## config.mk

```make
export PLATFORM = sky130hd
export DESIGN_NAME = ttd_top
export DESIGN_NICKNAME = d
export VERILOG_FILES = /design/src/logic/ttd_pkg.sv /design/src/logic/ttd_top.sv /design/src/logic/ttd_fifo.sv /design/src/logic/ttd_bcnt.sv
export VERILOG_INCLUDE_DIRS = /design/src /design/src/logic
export SDC_FILE = /design/constraint.sdc
export NUM_CORES = 1
export LEC_CHECK = 0
export BUFFER_PORTS_ARGS = -buffer_cell sky130_fd_sc_hd__buf_2
export CORE_ASPECT_RATIO = 0.75
export CORE_MARGIN = 2
export CORE_UTILIZATION = 30
export CTS_CLUSTER_DIAMETER = 50
export DETAILED_ROUTE_END_ITERATION = 7
export GPL_ROUTABILITY_DRIVEN = 0
export GPL_TIMING_DRIVEN = 1
export PLACE_DENSITY = 0.49
export SLEW_MARGIN = 20
export SYNTH_ARGS = -nofsm -noshare
export SYNTH_HDL_FRONTEND = slang
export SYNTH_HIERARCHICAL = 1
export SYNTH_SLANG_ARGS = --single-unit
```

## constraint.sdc

```tcl
create_clock -name MCLK -period 5.6 [get_ports MCLK]
set_input_delay 0.84 -clock MCLK [delete_from_list [all_inputs] [get_ports MCLK]]
set_output_delay 0.84 -clock MCLK [all_outputs]
set_load 0.01 [all_outputs]
```

## src/logic/ttd_defs.svh

```systemverilog
/*
  Timing counts, field widths and reset values of the trigger
  distributor. Assumes a 125 MHz system clock; included by the package.
*/
`ifndef TTD_DEFS_SVH
`define TTD_DEFS_SVH

`define TTD_CLK_NS        8
`define TTD_TRIG_GAP_NS   25
`define TTD_TRIG_GAP_CYC  ((`TTD_TRIG_GAP_NS + `TTD_CLK_NS - 1) / `TTD_CLK_NS)
`define TTD_CODE_CYC      2
`define TTD_CAL_DELAY     8'h10
`define TTD_HB_BC         12'h010
`define TTD_BC_W          12
`define TTD_ORBIT_W       32
`define TTD_EVID_W        32
`define TTD_BWORD_W       12
`define TTD_CLASS_W       64
`define TTD_DET_W         32
`define TTD_FIFO_DEPTH    16
`define TTD_ORB_WORDS     2'h3
`define TTD_ACH_IDLE      1'b0
`define TTD_ACH_MARK      1'b1
`define TTD_EVID_RST      32'h0000_0000

`endif

```

## src/logic/ttd_pkg.sv

```systemverilog
/*
  Types of the trigger distributor: request, message and link word carriers.
  Assumes ttd_defs.svh is reachable on the include path.
*/
`include "ttd_defs.svh"

package ttd_pkg;

  typedef enum logic [1:0] {TTD_HB_NORMAL, TTD_HB_START, TTD_HB_END} ttd_hb_kind_t;
  typedef enum logic [1:0] {TTD_SW_ASYNC, TTD_SW_SYNC, TTD_SW_CAL} ttd_sw_kind_t;
  typedef enum logic {TTD_LVL_FIRST, TTD_LVL_SECOND} ttd_level_t;

  typedef struct packed {
    logic [`TTD_CLASS_W-1:0] class_mask;
    logic [`TTD_DET_W-1:0]   det_mask;
  } ttd_sel_t;

  typedef struct packed {
    ttd_level_t level;
    ttd_sel_t   sel;
  } ttd_phys_req_t;

  typedef struct packed {
    ttd_sw_kind_t          kind;
    ttd_level_t            level;
    logic [`TTD_BC_W-1:0]  bc;
    ttd_sel_t              sel;
  } ttd_sw_req_t;

  typedef struct packed {
    ttd_level_t              level;
    logic [`TTD_EVID_W-1:0]  event_id;
    ttd_sel_t                sel;
  } ttd_msg_t;

  typedef struct packed {
    logic                     is_short;
    logic [`TTD_BWORD_W-1:0]  data;
  } ttd_bword_t;

  typedef struct packed {
    ttd_hb_kind_t             kind;
    logic [`TTD_ORBIT_W-1:0]  orbit;
  } ttd_hb_t;

endpackage : ttd_pkg

```

## src/logic/ttd_top.sv

```systemverilog
/*
  Trigger distributor: legacy A/B channel encoder, optical trigger messages,
  software, calibration and heartbeat triggers. Assumes bunch and orbit
  ticks synchronous to MCLK and a link that drains the B channel by ready.
*/
`timescale 1ns/1ps
`include "ttd_defs.svh"

// Operation
// - every first or second level trigger is followed by its trigger message
// - A-channel code 10 means first level, 11 means second level
// - B-channel carries only the low 12 event id bits, not aligned to A
// - two A-channel triggers never start closer than 25 ns
// - legacy detectors get full trigger data through the readout path only
// - asynchronous software trigger fires as soon as it is requested
// - synchronous software trigger fires at the selected bunch crossing
// - calibration trigger emits a calibration pulse before the readout trigger
// - a heartbeat trigger marks data frame boundaries for continuous readout
// - heartbeat pulse always falls on one fixed bunch crossing
// - heartbeat carries a 2-bit normal, start or end type
// - heartbeat carries the 32-bit orbit number
// - legacy heartbeat pulse and type go as one short priority broadcast
// - legacy orbit number goes as three long 12-bit words
module ttd_top #(
  parameter int                 FIFO_DEPTH = `TTD_FIFO_DEPTH,
  parameter logic [7:0]         CAL_DELAY  = `TTD_CAL_DELAY,
  parameter logic [`TTD_BC_W-1:0] HB_BC    = `TTD_HB_BC
) (
  input  wire logic                 MCLK,
  input  wire logic                 RST_B,
  input  wire logic                 BC_TICK,
  input  wire logic                 ORBIT_TICK,
  input  wire logic                 PHYS_VALID,
  input  wire ttd_pkg::ttd_phys_req_t PHYS_REQ,
  output logic                      PHYS_READY,
  input  wire logic                 SW_VALID,
  input  wire ttd_pkg::ttd_sw_req_t SW_REQ,
  output logic                      SW_READY,
  input  wire ttd_pkg::ttd_hb_kind_t HB_KIND,
  input  wire logic                 BUSY,
  output logic                      ACH,
  output logic                      BCH_VALID,
  output ttd_pkg::ttd_bword_t       BCH_WORD,
  input  wire logic                 BCH_READY,
  output logic                      OPT_MSG_VALID,
  output logic                      RDO_VALID,
  output ttd_pkg::ttd_msg_t         TRIG_MSG,
  output logic                      OPT_HB_VALID,
  output ttd_pkg::ttd_hb_t          OPT_HB,
  output logic                      CAL_PULSE
);
  import ttd_pkg::*;

  localparam int CW = $clog2(FIFO_DEPTH+1);
  localparam logic [7:0] GAP_LOAD = 8'(`TTD_TRIG_GAP_CYC - `TTD_CODE_CYC - 1);

  typedef enum logic [2:0] {
    ST_IDLE, ST_SYNC_WAIT, ST_CAL_WAIT, ST_CODE_HI, ST_CODE_LO, ST_GAP
  } ttd_state_t;

  ttd_state_t               state_q, state_d;
  ttd_level_t               lvl_q, lvl_d;
  ttd_sel_t                 sel_q, sel_d;
  logic [`TTD_BC_W-1:0]     sw_bc_q, sw_bc_d;
  logic [7:0]               cnt_q, cnt_d;
  logic [`TTD_EVID_W-1:0]   evid_q, evid_d;
  logic                     ach_q, ach_d;
  ttd_msg_t                 msg_q, msg_d;
  logic                     msgv_q, msgv_d;
  logic                     cal_q, cal_d;
  logic                     hb_pend_q, hb_pend_d;
  ttd_hb_t                  hb_q, hb_d;
  logic                     hbv_q, hbv_d;
  logic [1:0]               orb_idx_q, orb_idx_d;
  logic [`TTD_BC_W-1:0]     bc;
  logic [`TTD_ORBIT_W-1:0]  orbit;
  logic                     hb_strobe;
  logic                     start, trig_push, orb_push, can_take;
  ttd_bword_t               fifo_in, fifo_out;
  logic                     fifo_in_valid, fifo_in_ready;
  logic                     fifo_out_valid, fifo_out_ready;
  logic [CW-1:0]            fifo_free;

  // pick one 12-bit slice of the orbit number, last word zero-padded
  function automatic logic [`TTD_BWORD_W-1:0] orbit_slice(input logic [31:0] o,
                                                         input logic [1:0] idx);
    case (idx)
      2'h3:    orbit_slice = o[11:0];
      2'h2:    orbit_slice = o[23:12];
      default: orbit_slice = {4'h0, o[31:24]};
    endcase
  endfunction : orbit_slice

  ttd_bcnt u_bcnt (
    .clk        (MCLK),
    .rst_n      (RST_B),
    .bc_tick    (BC_TICK),
    .orbit_tick (ORBIT_TICK),
    .hb_bc      (HB_BC),
    .bc_q       (bc),
    .orbit_q    (orbit),
    .hb_strobe  (hb_strobe)
  );

  // four free slots cover one event id plus a full orbit burst
  assign can_take   = (fifo_free >= CW'(4));
  assign SW_READY   = (state_q == ST_IDLE) && can_take;
  assign PHYS_READY = (state_q == ST_IDLE) && can_take && !SW_VALID && !BUSY;

  // trigger sequencer: request, optional wait, two-bit code, spacing gap
  always_comb begin
    state_d = state_q;
    lvl_d   = lvl_q;
    sel_d   = sel_q;
    sw_bc_d = sw_bc_q;
    cnt_d   = cnt_q;
    cal_d   = 1'b0;
    ach_d   = `TTD_ACH_IDLE;
    start   = 1'b0;
    case (state_q)
      ST_IDLE: begin
        if (SW_VALID && SW_READY) begin
          lvl_d   = SW_REQ.level;
          sel_d   = SW_REQ.sel;
          sw_bc_d = SW_REQ.bc;
          if (SW_REQ.kind == TTD_SW_SYNC) begin
            state_d = ST_SYNC_WAIT;
          end else if (SW_REQ.kind == TTD_SW_CAL) begin
            cal_d   = 1'b1;
            cnt_d   = CAL_DELAY;
            state_d = ST_CAL_WAIT;
          end else begin
            start = 1'b1;
          end
        end else if (PHYS_VALID && PHYS_READY) begin
          lvl_d = PHYS_REQ.level;
          sel_d = PHYS_REQ.sel;
          start = 1'b1;
        end
      end
      ST_SYNC_WAIT: begin
        // a full fifo at the chosen crossing defers to the next orbit
        start = BC_TICK && !ORBIT_TICK && (bc == sw_bc_q) && fifo_in_ready;
      end
      ST_CAL_WAIT: begin
        cnt_d = cnt_q - 1'b1;
        start = (cnt_q == 8'h01) && fifo_in_ready;
        if (cnt_q == 8'h01 && !fifo_in_ready) begin
          cnt_d = cnt_q;
        end
      end
      ST_CODE_HI: begin
        ach_d   = (lvl_q == TTD_LVL_SECOND);
        state_d = ST_CODE_LO;
      end
      ST_CODE_LO: begin
        cnt_d   = GAP_LOAD;
        state_d = ST_GAP;
      end
      default: begin
        // code takes two transmissions, so the gap pads to the spacing limit
        cnt_d = cnt_q - 1'b1;
        if (cnt_q <= 8'h01) begin
          state_d = ST_IDLE;
        end
      end
    endcase
    if (start) begin
      ach_d   = `TTD_ACH_MARK;
      state_d = ST_CODE_HI;
    end
  end

  // event numbering and the full trigger message
  always_comb begin
    evid_d = evid_q;
    msg_d  = msg_q;
    msgv_d = 1'b0;
    if (start) begin
      evid_d = evid_q + 1'b1;
      msg_d  = '{level: lvl_d, event_id: evid_q, sel: sel_d};
      msgv_d = 1'b1;
    end
  end

  // heartbeat capture: orbit and type latched at the fixed crossing
  always_comb begin
    hb_d      = hb_q;
    hbv_d     = 1'b0;
    orb_idx_d = orb_push ? orb_idx_q - 1'b1 : orb_idx_q;
    hb_pend_d = hb_pend_q;
    if (hb_pend_q && BCH_READY) begin
      hb_pend_d = 1'b0;
    end
    if (hb_strobe) begin
      hb_d      = '{kind: HB_KIND, orbit: orbit};
      hbv_d     = 1'b1;
      orb_idx_d = `TTD_ORB_WORDS;
      hb_pend_d = 1'b1; // set wins over the same-cycle send
    end
  end

  always_ff @(posedge MCLK) begin
    if (!RST_B) begin
      state_q   <= ST_IDLE;
      lvl_q     <= TTD_LVL_FIRST;
      sel_q     <= '0;
      sw_bc_q   <= '0;
      cnt_q     <= '0;
      evid_q    <= `TTD_EVID_RST;
      ach_q     <= `TTD_ACH_IDLE;
      msg_q     <= '0;
      msgv_q    <= 1'b0;
      cal_q     <= 1'b0;
      hb_pend_q <= 1'b0;
      hb_q      <= '0;
      hbv_q     <= 1'b0;
      orb_idx_q <= '0;
    end else begin
      state_q   <= state_d;
      lvl_q     <= lvl_d;
      sel_q     <= sel_d;
      sw_bc_q   <= sw_bc_d;
      cnt_q     <= cnt_d;
      evid_q    <= evid_d;
      ach_q     <= ach_d;
      msg_q     <= msg_d;
      msgv_q    <= msgv_d;
      cal_q     <= cal_d;
      hb_pend_q <= hb_pend_d;
      hb_q      <= hb_d;
      hbv_q     <= hbv_d;
      orb_idx_q <= orb_idx_d;
    end
  end

  // event id push beats orbit words; orbit words simply wait a cycle
  assign trig_push     = start;
  assign orb_push      = (orb_idx_q != 2'h0) && !trig_push && fifo_in_ready;
  assign fifo_in_valid = trig_push || (orb_idx_q != 2'h0);
  always_comb begin
    fifo_in = '{is_short: 1'b0, data: orbit_slice(hb_q.orbit, orb_idx_q)};
    if (trig_push) begin
      fifo_in = '{is_short: 1'b0, data: evid_q[`TTD_BWORD_W-1:0]};
    end
  end

  ttd_fifo #(
    .W     ($bits(ttd_bword_t)),
    .DEPTH (FIFO_DEPTH)
  ) u_fifo (
    .clk       (MCLK),
    .rst_n     (RST_B),
    .in_valid  (fifo_in_valid),
    .in_data   (fifo_in),
    .in_ready  (fifo_in_ready),
    .out_valid (fifo_out_valid),
    .out_data  (fifo_out),
    .out_ready (fifo_out_ready),
    .free      (fifo_free)
  );

  // B channel: the short heartbeat broadcast jumps the long-word queue
  assign fifo_out_ready = BCH_READY && !hb_pend_q;
  assign BCH_VALID      = hb_pend_q || fifo_out_valid;
  always_comb begin
    BCH_WORD = fifo_out;
    if (hb_pend_q) begin
      BCH_WORD = '{is_short: 1'b1, data: {1'b1, hb_q.kind, 9'h000}};
    end
  end

  assign ACH           = ach_q;
  assign OPT_MSG_VALID = msgv_q;
  assign RDO_VALID     = msgv_q;
  assign TRIG_MSG      = msg_q;
  assign OPT_HB_VALID  = hbv_q;
  assign OPT_HB        = hb_q;
  assign CAL_PULSE     = cal_q;

  a_msg_follows_trig : assert property (@(posedge MCLK) disable iff (!RST_B)
    (state_q == ST_CODE_HI) |-> OPT_MSG_VALID && TRIG_MSG.level == lvl_q)
    else $error("trigger code without message");
  a_ach_code_bits : assert property (@(posedge MCLK) disable iff (!RST_B)
    (state_q == ST_CODE_HI) |-> ACH ##1 (ACH == (TRIG_MSG.level == TTD_LVL_SECOND)))
    else $error("wrong A channel code");
  a_bch_evid_low : assert property (@(posedge MCLK) disable iff (!RST_B)
    trig_push |=> !$past(fifo_in.is_short)
                  && TRIG_MSG.event_id[11:0] == $past(fifo_in.data))
    else $error("event id word wrong");
  a_trig_spacing : assert property (@(posedge MCLK) disable iff (!RST_B)
    (state_q == ST_CODE_HI) |=> (state_q != ST_CODE_HI)[*3])
    else $error("triggers closer than 25 ns");
  a_rdo_with_msg : assert property (@(posedge MCLK) disable iff (!RST_B)
    RDO_VALID |-> OPT_MSG_VALID && (TRIG_MSG.event_id + 32'h0000_0001) == evid_q)
    else $error("readout record missing");
  a_async_now : assert property (@(posedge MCLK) disable iff (!RST_B)
    (SW_VALID && SW_READY && SW_REQ.kind == TTD_SW_ASYNC) |=> state_q == ST_CODE_HI && ACH)
    else $error("asynchronous trigger delayed");
  a_sync_bc_hit : assert property (@(posedge MCLK) disable iff (!RST_B)
    (state_q == ST_CODE_HI && $past(state_q) == ST_SYNC_WAIT) |-> $past(bc) == sw_bc_q)
    else $error("synchronous trigger off its crossing");
  a_cal_before_trig : assert property (@(posedge MCLK) disable iff (!RST_B)
    CAL_PULSE |-> state_q == ST_CAL_WAIT && !ACH && cnt_q == CAL_DELAY)
    else $error("readout trigger before calibration pulse");
  // the wait may only end once the countdown has run out
  a_cal_wait_hold : assert property (@(posedge MCLK) disable iff (!RST_B)
    (state_q == ST_CAL_WAIT && cnt_q != 8'h01) |=> state_q == ST_CAL_WAIT)
    else $error("calibration wait cut short");
  a_hb_fixed_bc : assert property (@(posedge MCLK) disable iff (!RST_B)
    hb_strobe |=> OPT_HB_VALID && hb_pend_q && orb_idx_q == 2'h3 && $past(bc) == HB_BC)
    else $error("heartbeat off its crossing");
  a_hb_ahead : assert property (@(posedge MCLK) disable iff (!RST_B)
    hb_pend_q |-> BCH_VALID && BCH_WORD.is_short && !fifo_out_ready)
    else $error("queued word passed the heartbeat");
  a_ach_idle : assert property (@(posedge MCLK) disable iff (!RST_B)
    (state_q inside {ST_IDLE, ST_SYNC_WAIT, ST_CAL_WAIT, ST_GAP}) |-> !ACH)
    else $error("A channel not idle");

  c_sync_trig : cover property (@(posedge MCLK) disable iff (!RST_B)
    state_q == ST_SYNC_WAIT ##1 state_q == ST_CODE_HI);
  c_cal_trig : cover property (@(posedge MCLK) disable iff (!RST_B)
    state_q == ST_CAL_WAIT ##1 state_q == ST_CODE_HI);
  c_hb_queued : cover property (@(posedge MCLK) disable iff (!RST_B)
    hb_strobe && fifo_out_valid);
  c_back_to_back : cover property (@(posedge MCLK) disable iff (!RST_B)
    state_q == ST_CODE_HI ##4 state_q == ST_CODE_HI);
endmodule : ttd_top

```

## src/logic/ttd_fifo.sv

```systemverilog
/*
  Synchronous FIFO with valid/ready on both sides and a free-slot count.
  Assumes one clock and a synchronous active-low reset.
*/
`timescale 1ns/1ps
`include "ttd_defs.svh"

module ttd_fifo #(
  parameter int W     = 13,
  parameter int DEPTH = `TTD_FIFO_DEPTH
) (
  input  wire logic                       clk,
  input  wire logic                       rst_n,
  input  wire logic                       in_valid,
  input  wire logic [W-1:0]               in_data,
  output logic                            in_ready,
  output logic                            out_valid,
  output logic [W-1:0]                    out_data,
  input  wire logic                       out_ready,
  output logic [$clog2(DEPTH+1)-1:0]      free
);
  localparam int AW = $clog2(DEPTH);
  localparam int CW = $clog2(DEPTH+1);

  logic [W-1:0]  mem_q [DEPTH];
  logic [AW-1:0] wr_q, wr_d, rd_q, rd_d;
  logic [CW-1:0] cnt_q, cnt_d;
  logic          push, pop;

  // wrap an index at the depth, which need not be a power of two
  function automatic logic [AW-1:0] ptr_next(input logic [AW-1:0] p);
    ptr_next = (p == AW'(DEPTH - 1)) ? '0 : AW'(p + 1'b1);
  endfunction : ptr_next

  assign in_ready  = (cnt_q != CW'(DEPTH));
  assign out_valid = (cnt_q != '0);
  assign out_data  = mem_q[rd_q];
  assign free      = CW'(DEPTH) - cnt_q;
  assign push      = in_valid && in_ready;
  assign pop       = out_valid && out_ready;

  // pointer and fill level next state
  always_comb begin
    wr_d  = push ? ptr_next(wr_q) : wr_q;
    rd_d  = pop ? ptr_next(rd_q) : rd_q;
    cnt_d = cnt_q;
    if (push && !pop) begin
      cnt_d = CW'(cnt_q + 1'b1);
    end else if (pop && !push) begin
      cnt_d = CW'(cnt_q - 1'b1);
    end
  end

  // storage has no reset: only slots below the fill level are ever read
  always_ff @(posedge clk) begin
    if (push) begin
      mem_q[wr_q] <= in_data;
    end
  end

  always_ff @(posedge clk) begin
    if (!rst_n) begin
      wr_q  <= '0;
      rd_q  <= '0;
      cnt_q <= '0;
    end else begin
      wr_q  <= wr_d;
      rd_q  <= rd_d;
      cnt_q <= cnt_d;
    end
  end

  a_fifo_no_overflow : assert property (@(posedge clk) disable iff (!rst_n)
    (cnt_q == CW'(DEPTH)) |-> !push) else $error("fifo pushed while full");
endmodule : ttd_fifo

```

## src/logic/ttd_bcnt.sv

```systemverilog
/*
  Bunch-crossing and orbit counters with the fixed-crossing heartbeat strobe.
  Assumes bunch and orbit ticks are one-cycle pulses synchronous to the clock.
*/
`timescale 1ns/1ps
`include "ttd_defs.svh"

module ttd_bcnt (
  input  wire logic                     clk,
  input  wire logic                     rst_n,
  input  wire logic                     bc_tick,
  input  wire logic                     orbit_tick,
  input  wire logic [`TTD_BC_W-1:0]     hb_bc,
  output logic [`TTD_BC_W-1:0]          bc_q,
  output logic [`TTD_ORBIT_W-1:0]       orbit_q,
  output logic                          hb_strobe
);
  logic [`TTD_BC_W-1:0]    bc_d;
  logic [`TTD_ORBIT_W-1:0] orbit_d;

  // the orbit tick restarts the crossing count, so orbit length needs no setting
  always_comb begin
    bc_d    = bc_q;
    orbit_d = orbit_q;
    if (orbit_tick) begin
      bc_d    = '0;
      orbit_d = orbit_q + 1'b1;
    end else if (bc_tick) begin
      bc_d = bc_q + 1'b1;
    end
  end

  always_ff @(posedge clk) begin
    if (!rst_n) begin
      bc_q    <= '0;
      orbit_q <= '0;
    end else begin
      bc_q    <= bc_d;
      orbit_q <= orbit_d;
    end
  end

  // heartbeat always on the same crossing of each orbit
  assign hb_strobe = bc_tick && !orbit_tick && (bc_q == hb_bc);
endmodule : ttd_bcnt

```

-- Yosys cells after proc, flatten, opt, wreduce, memory -nomap -nowiden
Memories as Yosys holds them, arrays and structs flattened. A register that Yosys moved wholly into a read port is not among the register bits.
Index checks and enable logic that the tools add are counted.
- bits in registers: 379
- bits in writable memories: 192
- input bits: 218
- logic and storage cells: 153
- memories kept: 1
- memories (memory ; depth ; width ; rd ports ; clocked after Yosys merged registers in ; wr ports ; RTL line ; RTL):
    u_fifo.mem_q ; 16 ; 12 ; 1 ; 1 ; 1 ; ttd_fifo.sv:25 ; logic [W-1:0] mem_q [DEPTH];
- add/sub/neg operators: 10
- magnitude comparators: 2
- eq/ne operators: 22
- muxes and demuxes: 42
- bitwise gates (word level): 5
- reduce and logical (&&, ||, !) cells: 46
- operator list (cell ; number):
    96-bit 2-to-1 mux ; 3
    32-bit by 1-bit adder with 32-bit output (second input constant) ; 2
    8-bit 2-to-1 mux ; 4
    8-bit case mux with 4 select lines ; 1
    12-bit case mux with 2 select lines ; 1
    1-bit logical AND ; 19
    1-bit 2-to-1 mux ; 16
    4-bit 2-to-1 mux ; 4
    13-bit 2-to-1 mux ; 1
    12-bit by 1-bit adder with 12-bit output (second input constant) ; 1
    12-bit equality test ; 1
    12-bit by 5-bit equality test with 1-bit output (second input constant) ; 1
    12-bit 2-to-1 mux ; 1
    3-bit 2-to-1 mux ; 4
    3-bit case mux with 4 select lines ; 1
    5-bit 2-to-1 mux ; 2
    5-bit nonzero test ; 2
    4-bit by 1-bit adder with 4-bit output (second input constant) ; 2
    4-bit equality test (second input constant) ; 2
    8-bit by 1-bit equality test with 1-bit output (second input constant) ; 1
    8-bit by 1-bit <= comparator with 1-bit output (second input constant) ; 1
    1-bit logical NOT ; 8
    4-bit AND reduction ; 2
    2-bit nonzero test ; 4
    other kinds (27) ; 43

-- Longest topological paths before layout
Gate-level depths: netlist of the first run.
- depth in word-level cells: 15
- gate-level depth with buffers: 21
- gate-level depth less buffers: 19

-- Modules after synthesis
The synthesis of the first run kept the hierarchy.
- by module, submodules not included (module ; times used ; cells each ; area each (um2) ; seq. area each (um2)):
    ttd_top ; 1 ; 1448 ; 12849.8 ; 6446.2
    ttd_fifo ; 1 ; 444 ; 8897.3 ; 6586.3
    ttd_bcnt ; 1 ; 243 ; 2167.1 ; 880.8

-- Worst setup path before layout of the first run
Ideal clock, no wire load.
- kind: register to register
- start: register u_fifo.cnt_q[0]
- end: register u_fifo.cnt_q[4]
- library setup time: 72 ps
- data arrival time: 3933 ps
- path slack: 1595 ps
- cell stages (with the launch flop): 22
- path buffers: 2
- path through: dfxtp_1 -> inv_1 -> ha_1 -> nor3b_1 -> ha_1 -> inv_1 -> nor3_1 -> a211o_1 -> nand2_1 -> a21oi_2 -> buf_2 -> buf_1 -> nand2_1 -> nand2_1 -> inv_1 -> ha_1 -> inv_1 -> ha_1 -> a21oi_1 -> a211oi_1 -> a31oi_1 -> mux2i_1
- longest elaborated chain between the ends: 14
- RTL lines (item ; RTL line ; RTL):
    from (decl) ; ttd_fifo.sv:27 ; logic [CW-1:0] cnt_q, cnt_d;
    from (signal assigned) ; ttd_fifo.sv:69 ; cnt_q <= cnt_d;
    5-bit subtractor * ; ttd_fifo.sv:38 ; assign free = CW'(DEPTH) - cnt_q;
    net fifo_free[4] ; ttd_top.sv:82 ; logic [CW-1:0] fifo_free;
    5-bit by 3-bit >= comparator with 1-bit output * ; ttd_top.sv:106 ; assign can_take = (fifo_free >= CW'(4));
    1-bit logical AND * ; ttd_top.sv:107, ttd_top.sv:108 ;
    1-bit logical AND (2 in a row) ; ttd_top.sv:108 ; assign PHYS_READY = (state_q == ST_IDLE) && can_take && !SW_VALID && !BUSY;
    1-bit logical AND ; ttd_top.sv:135 ; end else if (PHYS_VALID && PHYS_READY) begin
    1-bit 2-to-1 mux ; ttd_top.sv:135 ;
    1-bit 2-to-1 mux * ; ttd_top.sv:122 ; if (SW_VALID && SW_READY) begin
    1-bit case mux with 3 select lines * ; ttd_top.sv:120 ; case (state_q)
    1-bit logical OR * ; ttd_top.sv:240 ; assign fifo_in_valid = trig_push || (orb_idx_q != 2'h0);
    net fifo_in_valid ; ttd_top.sv:80 ; logic fifo_in_valid, fifo_in_ready;
    1-bit logical AND * ; ttd_fifo.sv:39 ; assign push = in_valid && in_ready;
    net u_fifo.push ; ttd_fifo.sv:28 ; logic push, pop;
    1-bit logical NOT ; ttd_fifo.sv:49 ; end else if (pop && !push) begin
    1-bit logical AND ; ttd_fifo.sv:49 ;
    2-bit nonzero test (no source line) ; - ;
The timed path passes the listed nets; every way through them passes the cells marked *. The select of a mux whose other input is x is not followed.
A chain may end at the register's enable or synchronous reset.

-- Worst setup path in the final report of the first run
- start: register u_fifo.cnt_q[1]
- end: register u_fifo.cnt_q[4]
Same word-level chain as after synthesis.

==> metrics.sh, run 1 <==
INITIAL_UTILIZATION_PCT=30.37
CTS_ROOT_BUFFER='sky130_fd_sc_hd__clkbuf_16'
TRITONCTS.NUM_BUFFERS=68
HOLDCRITPATHCLASS='flip-flop to flip-flop'
WORSTSETUPENDPOINT='u_fifo/cnt_q[4]'
PLACEMENT.IO_BUFFERS=401
HP-START='TRIG_MSG[122]'
SYNTHESIS.INSTANCES=2134
GRT_ANTENNA_BEFORE_REPAIR=1
VIA_COUNT=18110
GRT_START_MAX_NET_PINS=183
DRT-INITIAL-DRC-COUNT=1317
FINAL_PERIOD_MINUS_WORST_SETUP_SLACK_NS=4.286
CRITICAL_PATH.REG2REG.ENDPOINT='u_fifo/cnt_q[4]'
CORE-AREA_UM2=78730
SETUP_VIOL_COUNT_FINAL=0
MAX_CAP_VIOLATIONS=0
WORSTPATHARRIVAL_NS=4.83
CHIPHEIGHT_UM=248.5
FILLERS=7815
PATH_MAX_FANOUT=10
POST-ROUTE-DRC-COUNT=0
CRIT_PATH_END_KIND='flip-flop'
WORST-SLEW-PIN-TRANSITION_NS=1.149
ROWS=89
CTS.SINK_COUNT=591
FINALNONFILLERCELLS=3596
MAXSLEWHEADROOM_PCT=23.42
GRT_OVERFLOW_TOTAL=0
SYN_TO_FINAL_GROWTH_PCT=21.88
FINAL_MIN_PERIOD_OVER_CLOCK_PERIOD_PCT=76.54
POST_SYNTHESIS_CELL_AREA_UM2=23910
WORSTSETUPSTARTPOINT='u_fifo/cnt_q[1]'
TRITONCTS='built'
STATIC-LEAKAGE-POWER_nW=11.21
TIMING.SETUP.CRITICAL_PATH_CLASS='flip-flop to flip-flop'
CTSLONGESTPATHBUFFERS=3
MAXCLOCKFREQUENCY_MHz=233.3
CELLPOWERDENSITY_nW_PER_UM2=514.3
VIA_COUNT_OF_THE_FIRST_GLOBAL_ROUTING_PASS=17270
CRITICAL_PATH_REQUIRED_NS=6.14
CLK_PIN_SLEW_WORST_PATHS_NS=0.06
R2R_SETUP_SLACK_NS=1.31
RUN_STATUS='completed'
DETAILEDROUTE.FIRSTPASSITERATIONCOUNT=5
FINAL-MAX-SLEW-VIOLATION-COUNT=0
CTS_RESIZED=0
HOLD_SLACK_NS=0.4503
GRTUSAGETOTAL_PCT=17.06
CLKLATENCYLATEPIN_NS=0.61
CTS_HOLD_REPAIR.BUFFERS=0
FINALSETUPTNS_NS=0
LAYOUT.NETS=2739
DRIVE_ABOVE_1_SHARE_PCT=23.57
YOSYSWARNINGS=6
SYN-MEAN-INSTANCE-AREA_UM2=11.20
POST-PLACE-CELLS=3473
AVGROUTEDWIREPERCELL_UM=20.07
WORST_IR_DROP_VDD_mV=0.4459
GRT_SETUP_UNREPAIRED='false'
POSTROUTEWIRELENGTH_UM=72160
DIEAREA_UM2=81990
FINAL-HOLD-VIOLATION-COUNT=0
SKEW_NS=0.02749
PLACE_HPWL_UM=49490
FINISH.INSTANCE_AREA_UM2=29140
CHIPWIDTH_UM=330.0
REGTOREGSTARTPOINT='u_fifo/cnt_q[1]'
AVGVIACOUNTPERCELL=5.035
R2R.WORST_PATH.CELLS=19
TOTAL_POWER_mW=14.98
POST_CTS_BUFFERS=0
GRT_FIRST_PASS_WIRELENGTH_UM=107100
PLACED_CELL_AREA_UM2=26850
CTSHTREEMAXLEVEL=3
WORST_SETUP_PATH_START_KIND='flip-flop'
N_ANTENNA_CELL=0
IO_PINS=402
DETAIL-ROUTE-ANTENNA-NETS=0
sequential cells by signal, summed over array words and instances (netlist names), 8 cells and up, named ones only:
register,cells
u_fifo/mem_q,208
TRIG_MSG,129
sel_q,96
OPT_HB,34
evid_q,32
u_bcnt/orbit_q,32
sw_bc_q,12
u_bcnt/bc_q,12
cnt_q,8
layout make-up:
cell class	instances	area, um2	area share (%)
sequential	591	13920	47.76
timing repair buffer	419	2192	7.524
clock buffer	94	1963	6.738
tap	1046	1309	4.492
multi-input combinational	1388	9331	32.03
clock inverter	29	309.0	1.061
inverter	29	116.4	0.3994
critical path, cell delays in order (launching register included):
cell and delay, ns:
sky130_fd_sc_hd__dfxtp_1 0.38, sky130_fd_sc_hd__inv_1 0.10, sky130_fd_sc_hd__ha_1 0.23, sky130_fd_sc_hd__nor3b_1 0.16, sky130_fd_sc_hd__ha_1 0.29, sky130_fd_sc_hd__inv_1 0.04
sky130_fd_sc_hd__nor3_1 0.40, sky130_fd_sc_hd__a211o_1 0.21, sky130_fd_sc_hd__nand2_1 0.14, sky130_fd_sc_hd__a21oi_4 0.15, sky130_fd_sc_hd__nand2_1 0.06, sky130_fd_sc_hd__nand2_1 0.39
sky130_fd_sc_hd__inv_1 0.19, sky130_fd_sc_hd__ha_1 0.30, sky130_fd_sc_hd__inv_1 0.17, sky130_fd_sc_hd__ha_1 0.29, sky130_fd_sc_hd__a21oi_1 0.22, sky130_fd_sc_hd__a211oi_1 0.12
sky130_fd_sc_hd__a31oi_1 0.18, sky130_fd_sc_hd__mux2i_1 0.19
layer usage:
metal,vias to the layer above,part of all wire [%],GRT usage [%]
met1,8863,46,24.36
met5,-,0,0
met2,578,43,25.01
met4,0,2.5,4.909
met3,95,7.9,4.771
li1,8570,-,-
report_power, final:
part	total (mW)	leakage [nW]	switching, mW	internal [mW]
clock network	4.48	1.11	1.82	2.66
logic	4.78	4.90	3.06	1.73
registers	5.72	5.19	0.445	5.27
worst min-delay path by stage:
stage	slack [ns]	cells after the start	to
floorplan	0.44	2	TRIG_MSG[127]
global placement	0.44	2	TRIG_MSG[101]
detailed placement	0.45	2	TRIG_MSG[114]
CTS	0.43	3	OPT_HB[33]
global route	0.47	2	TRIG_MSG[126]
finish	0.45	2	TRIG_MSG[122]
stage by stage:
step | worst slack, ns | util [%]
final | 1.314 | 37.01
after global routing | 0.9799 | 37.01
after CTS | 1.309 | 36.99
after detailed placement | 1.302 | 34.11
after global placement | 1.451 | 34.11
after floorplan | 1.612 | -
cells in the final DEF, fill, tap and decap left out, drive strengths merged, types with 52 or more instances in the layout:
| cell | count |
|---|---|
| a211oi | 99 |
| a21oi | 211 |
| a22o | 106 |
| buf | 419 |
| clkbuf | 94 |
| dfxtp | 383 |
| edfxtp | 208 |
| mux4 | 52 |
| nand2 | 152 |
| nor2 | 293 |
No activity file was read; power rests on OpenSTA's default activity.
==> inputs of run 2 (changes only) <==
==> constraint.sdc (replaced) <==
create_clock -name MCLK -period 4.15 [get_ports MCLK]
set_input_delay 0.6225 -clock MCLK [delete_from_list [all_inputs] [get_ports MCLK]]
set_output_delay 0.6225 -clock MCLK [all_outputs]
set_load 0.01 [all_outputs]
==> metrics.sh, run 2 (synthesis gave the netlist of run 1 again) <==
FINALSETUPTNS_NS=0  # unchanged
FINAL-MAX-SLEW-VIOLATION-COUNT=0  # unchanged
MAXSLEWHEADROOM_PCT=31.45  # +8.0 points
IO_PINS=402  # unchanged
AVGVIACOUNTPERCELL=4.988  # -0.93%
TIMING.CRITICAL_PATH.BUF_INV=4  # unchanged
AVGROUTEDWIREPERCELL_UM=19.52  # -2.7%
VIA_COUNT_OF_THE_FIRST_GLOBAL_ROUTING_PASS=17720  # +2.6%
VIA_COUNT=18120  # +0.061%
CLKLATENCYLATEPIN_NS=0.60  # about the same
TIMING.SETUP.CRITICAL_PATH_CLASS='flip-flop to flip-flop'
GRT_SETUP_UNREPAIRED='false'
CORE-AREA_UM2=78730  # unchanged
POST-ROUTE-DRC-COUNT=0  # unchanged
CHIPWIDTH_UM=330.0  # unchanged
CLK_PIN_SLEW_WORST_PATHS_NS=0.06  # about the same
MAXCLOCKFREQUENCY_MHz=258.8  # +11%
GRT_FIRST_PASS_WIRELENGTH_UM=106900  # -0.16%
MAX_CAP_VIOLATIONS=0  # unchanged
CRIT_CHAIN='inv_1 > ha_1 > nor3b_1 > ha_1 > inv_1 > nor3_1 > a211o_1 > nand2_1 > a21oi_4 > nand2_1 > nand2_1 > inv_2 > ha_1 > inv_1 > ha_1 > a21oi_2 > a211oi_1 > a31oi_1 > mux2i_1'
DETAILEDROUTE.FIRSTPASSITERATIONCOUNT=5  # unchanged
LAYOUT.CELLS.MOST_COMMON='sky130_fd_sc_hd__buf_2'
FF_LATCH_AREA_UM2=13920  # about the same
TRITONCTS.NUM_BUFFERS=67  # -1.5%
FINAL_MIN_PERIOD_OVER_CLOCK_PERIOD_PCT=93.09  # +17 points
HOLDCRITPATHCLASS='input pin to flip-flop'
WORST_PATH_MAX_DELAY_CELL='sky130_fd_sc_hd__dfxtp_1'
CTSLONGESTPATHBUFFERS=3  # unchanged
FINAL-HOLD-VIOLATION-COUNT=0  # unchanged
DRT-INITIAL-DRC-COUNT=1200  # -8.9%
TIMING.CRITICAL_PATH.MAX_DELAY_FAMILY='adder cells'
PLACED_CELL_AREA_UM2=27170  # +1.2%
TRITONCTS='built'
WORST_IR_DROP_VDD_mV=0.4228  # -5.2%
FINISH.INSTANCE_AREA_UM2=29510  # +1.3%
GRT_START_MAX_NET_PINS=193  # +5.5%
SKEW_NS=0.02510  # -0.002391 ns
POSTROUTEWIRELENGTH_UM=70910  # -1.7%
SYN_TO_FINAL_GROWTH_PCT=23.46
SETUP_VIOL_COUNT_FINAL=0  # unchanged
PLACE_HPWL_UM=49970  # +0.97%
RUN_STATUS='completed'
STATIC-LEAKAGE-POWER_nW=11.41  # +1.8%
CTS_HOLD_REPAIR.BUFFERS=0  # unchanged
FILLERS=7758  # -0.73%
CRITICAL_PATH_REQUIRED_NS=4.67  # -1.47 ns
CHIPHEIGHT_UM=248.5  # unchanged
DRIVE_ABOVE_1_SHARE_PCT=24.42  # +0.85 points
CELLPOWERDENSITY_nW_PER_UM2=694.6  # +35%
CTSHTREEMAXLEVEL=3  # unchanged
GRTUSAGETOTAL_PCT=16.90  # -0.16 points
WORSTPATHARRIVAL_NS=4.38  # -0.45 ns
FINAL_CELL_MIX='sky130_fd_sc_hd__buf_2, sky130_fd_sc_hd__dfxtp_1, sky130_fd_sc_hd__nor2_1'
DETAIL-ROUTE-ANTENNA-NETS=0  # unchanged
GRT_ANTENNA_BEFORE_REPAIR=2  # +1
LAYOUT.NETS=2775  # +1.3%
CRIT_PATH_END_KIND='flip-flop'
WORST_SETUP_PATH_START_KIND='flip-flop'
WORST-SLEW-PIN-TRANSITION_NS=1.028  # -0.1206 ns
INITIAL_UTILIZATION_PCT=30.37  # unchanged
PATH_MAX_FANOUT=5  # -5
GRT_OVERFLOW_TOTAL=0  # unchanged
CTS.SINK_COUNT=591  # unchanged
PLACEMENT.IO_BUFFERS=401  # unchanged
ROWS=89  # unchanged
CTS_ROOT_BUFFER='sky130_fd_sc_hd__clkbuf_16'
DIEAREA_UM2=81990  # unchanged
LARGEST_REG_FLOPS=208  # unchanged
TOP_REGISTER='u_fifo/mem_q'
MULTI_INPUT_COMB_AREA_UM2=9318  # -0.15%
STAGE_DELAY_OF_THE_SLOWEST_CELL_ON_THE_CRITICAL_PATH_NS=0.39  # about the same
CP_COMMON_CELL='sky130_fd_sc_hd__ha_1'
FINAL_PERIOD_MINUS_WORST_SETUP_SLACK_NS=3.863  # -0.4228 ns
==> run 2: changes by cell type in the layout (fill, tap and decap cells not counted), moves of 3 or more <==
cell / delta
sky130_fd_sc_hd__clkbuf_1: +3
sky130_fd_sc_hd__o21ai_2: -3
sky130_fd_sc_hd__bufinv_16: +4
sky130_fd_sc_hd__clkinv_2: -3
sky130_fd_sc_hd__clkbuf_8: -4
sky130_fd_sc_hd__clkinv_8: +4
sky130_fd_sc_hd__buf_12: +5
sky130_fd_sc_hd__buf_4: +32
sky130_fd_sc_hd__o21ai_1: +3
==> run 2: where the power goes <==
group	internal, mW	total [mW]	switching [mW]
clock network	3.75	6.17	2.42
registers	7.11	7.71	0.594
logic	2.47	6.63	4.16
total	13.3	20.5	7.17
==> run 2: worst paths after layout <==
path / from / to / slack (ns) / cells past startpoint
setup / recovery: u_fifo/cnt_q[0] / u_fifo/cnt_q[4] / 0.29 / 19
hold / removal: SW_REQ[103] / sw_bc_q[7] / 0.25 / 3
setup reg to reg: u_fifo/cnt_q[0] / u_fifo/cnt_q[4] / 0.29 / 19
hold reg to reg: TRIG_MSG[121] / TRIG_MSG[121] / 0.45 / 2
==> run 2: repair_timing <==
action                                  in CTS  in global routing
buffers inserted                             0                  1
gates resized for setup                      0                  4
endpoints found under the setup margin       0                  2
==> run 2: metal layers <==
metal  part of all wire, %  up-vias  wire length [um]  GRT usage, %
met4                   2.6        0              1850         5.169
li1                      -     8639                 -             -
met5                     0        -                 0             0
met2                    45      459             32000         26.01
met1                    46     8906             32390         23.08
met3                   6.6      113              4667         4.539
==> run 2: area by class of cell <==
| type | count | area share, % |
|---|---|---|
| Inverter | 29 | 0.4112 |
| Tap cell | 1046 | 4.434 |
| Multi-Input combinational cell | 1388 | 31.57 |
| Antenna cell | 2 | 0.01696 |
| Timing Repair Buffer | 456 | 8.580 |
| Clock inverter | 28 | 1.348 |
| Sequential cell | 591 | 47.15 |
| Clock buffer | 92 | 6.486 |
==> run 2: worst min-delay path, cell delays in order <==
cell                      delay [ns]
sky130_fd_sc_hd__buf_2          0.10
sky130_fd_sc_hd__nand2_1        0.04
sky130_fd_sc_hd__a21oi_1        0.05
==> run 2: stage by stage <==
stage / std cells / worst slack (ns) / total power, mW / utilization, % / hold WS (ns)
after floorplan: 2160 / 0.1616 / 12.10 / - / 0.4415
after global placement: 3509 / 0.4553 / 14.32 / 34.51 / 0.4448
after detailed placement: 3509 / 0.2245 / 14.51 / 34.51 / 0.4452
after CTS: 3629 / 0.1777 / 20.77 / 37.45 / 0.2122
after global routing: 3631 / 0.02613 / 21.75 / 37.49 / 0.2366
final: 3632 / 0.2867 / 20.50 / 37.49 / 0.2515
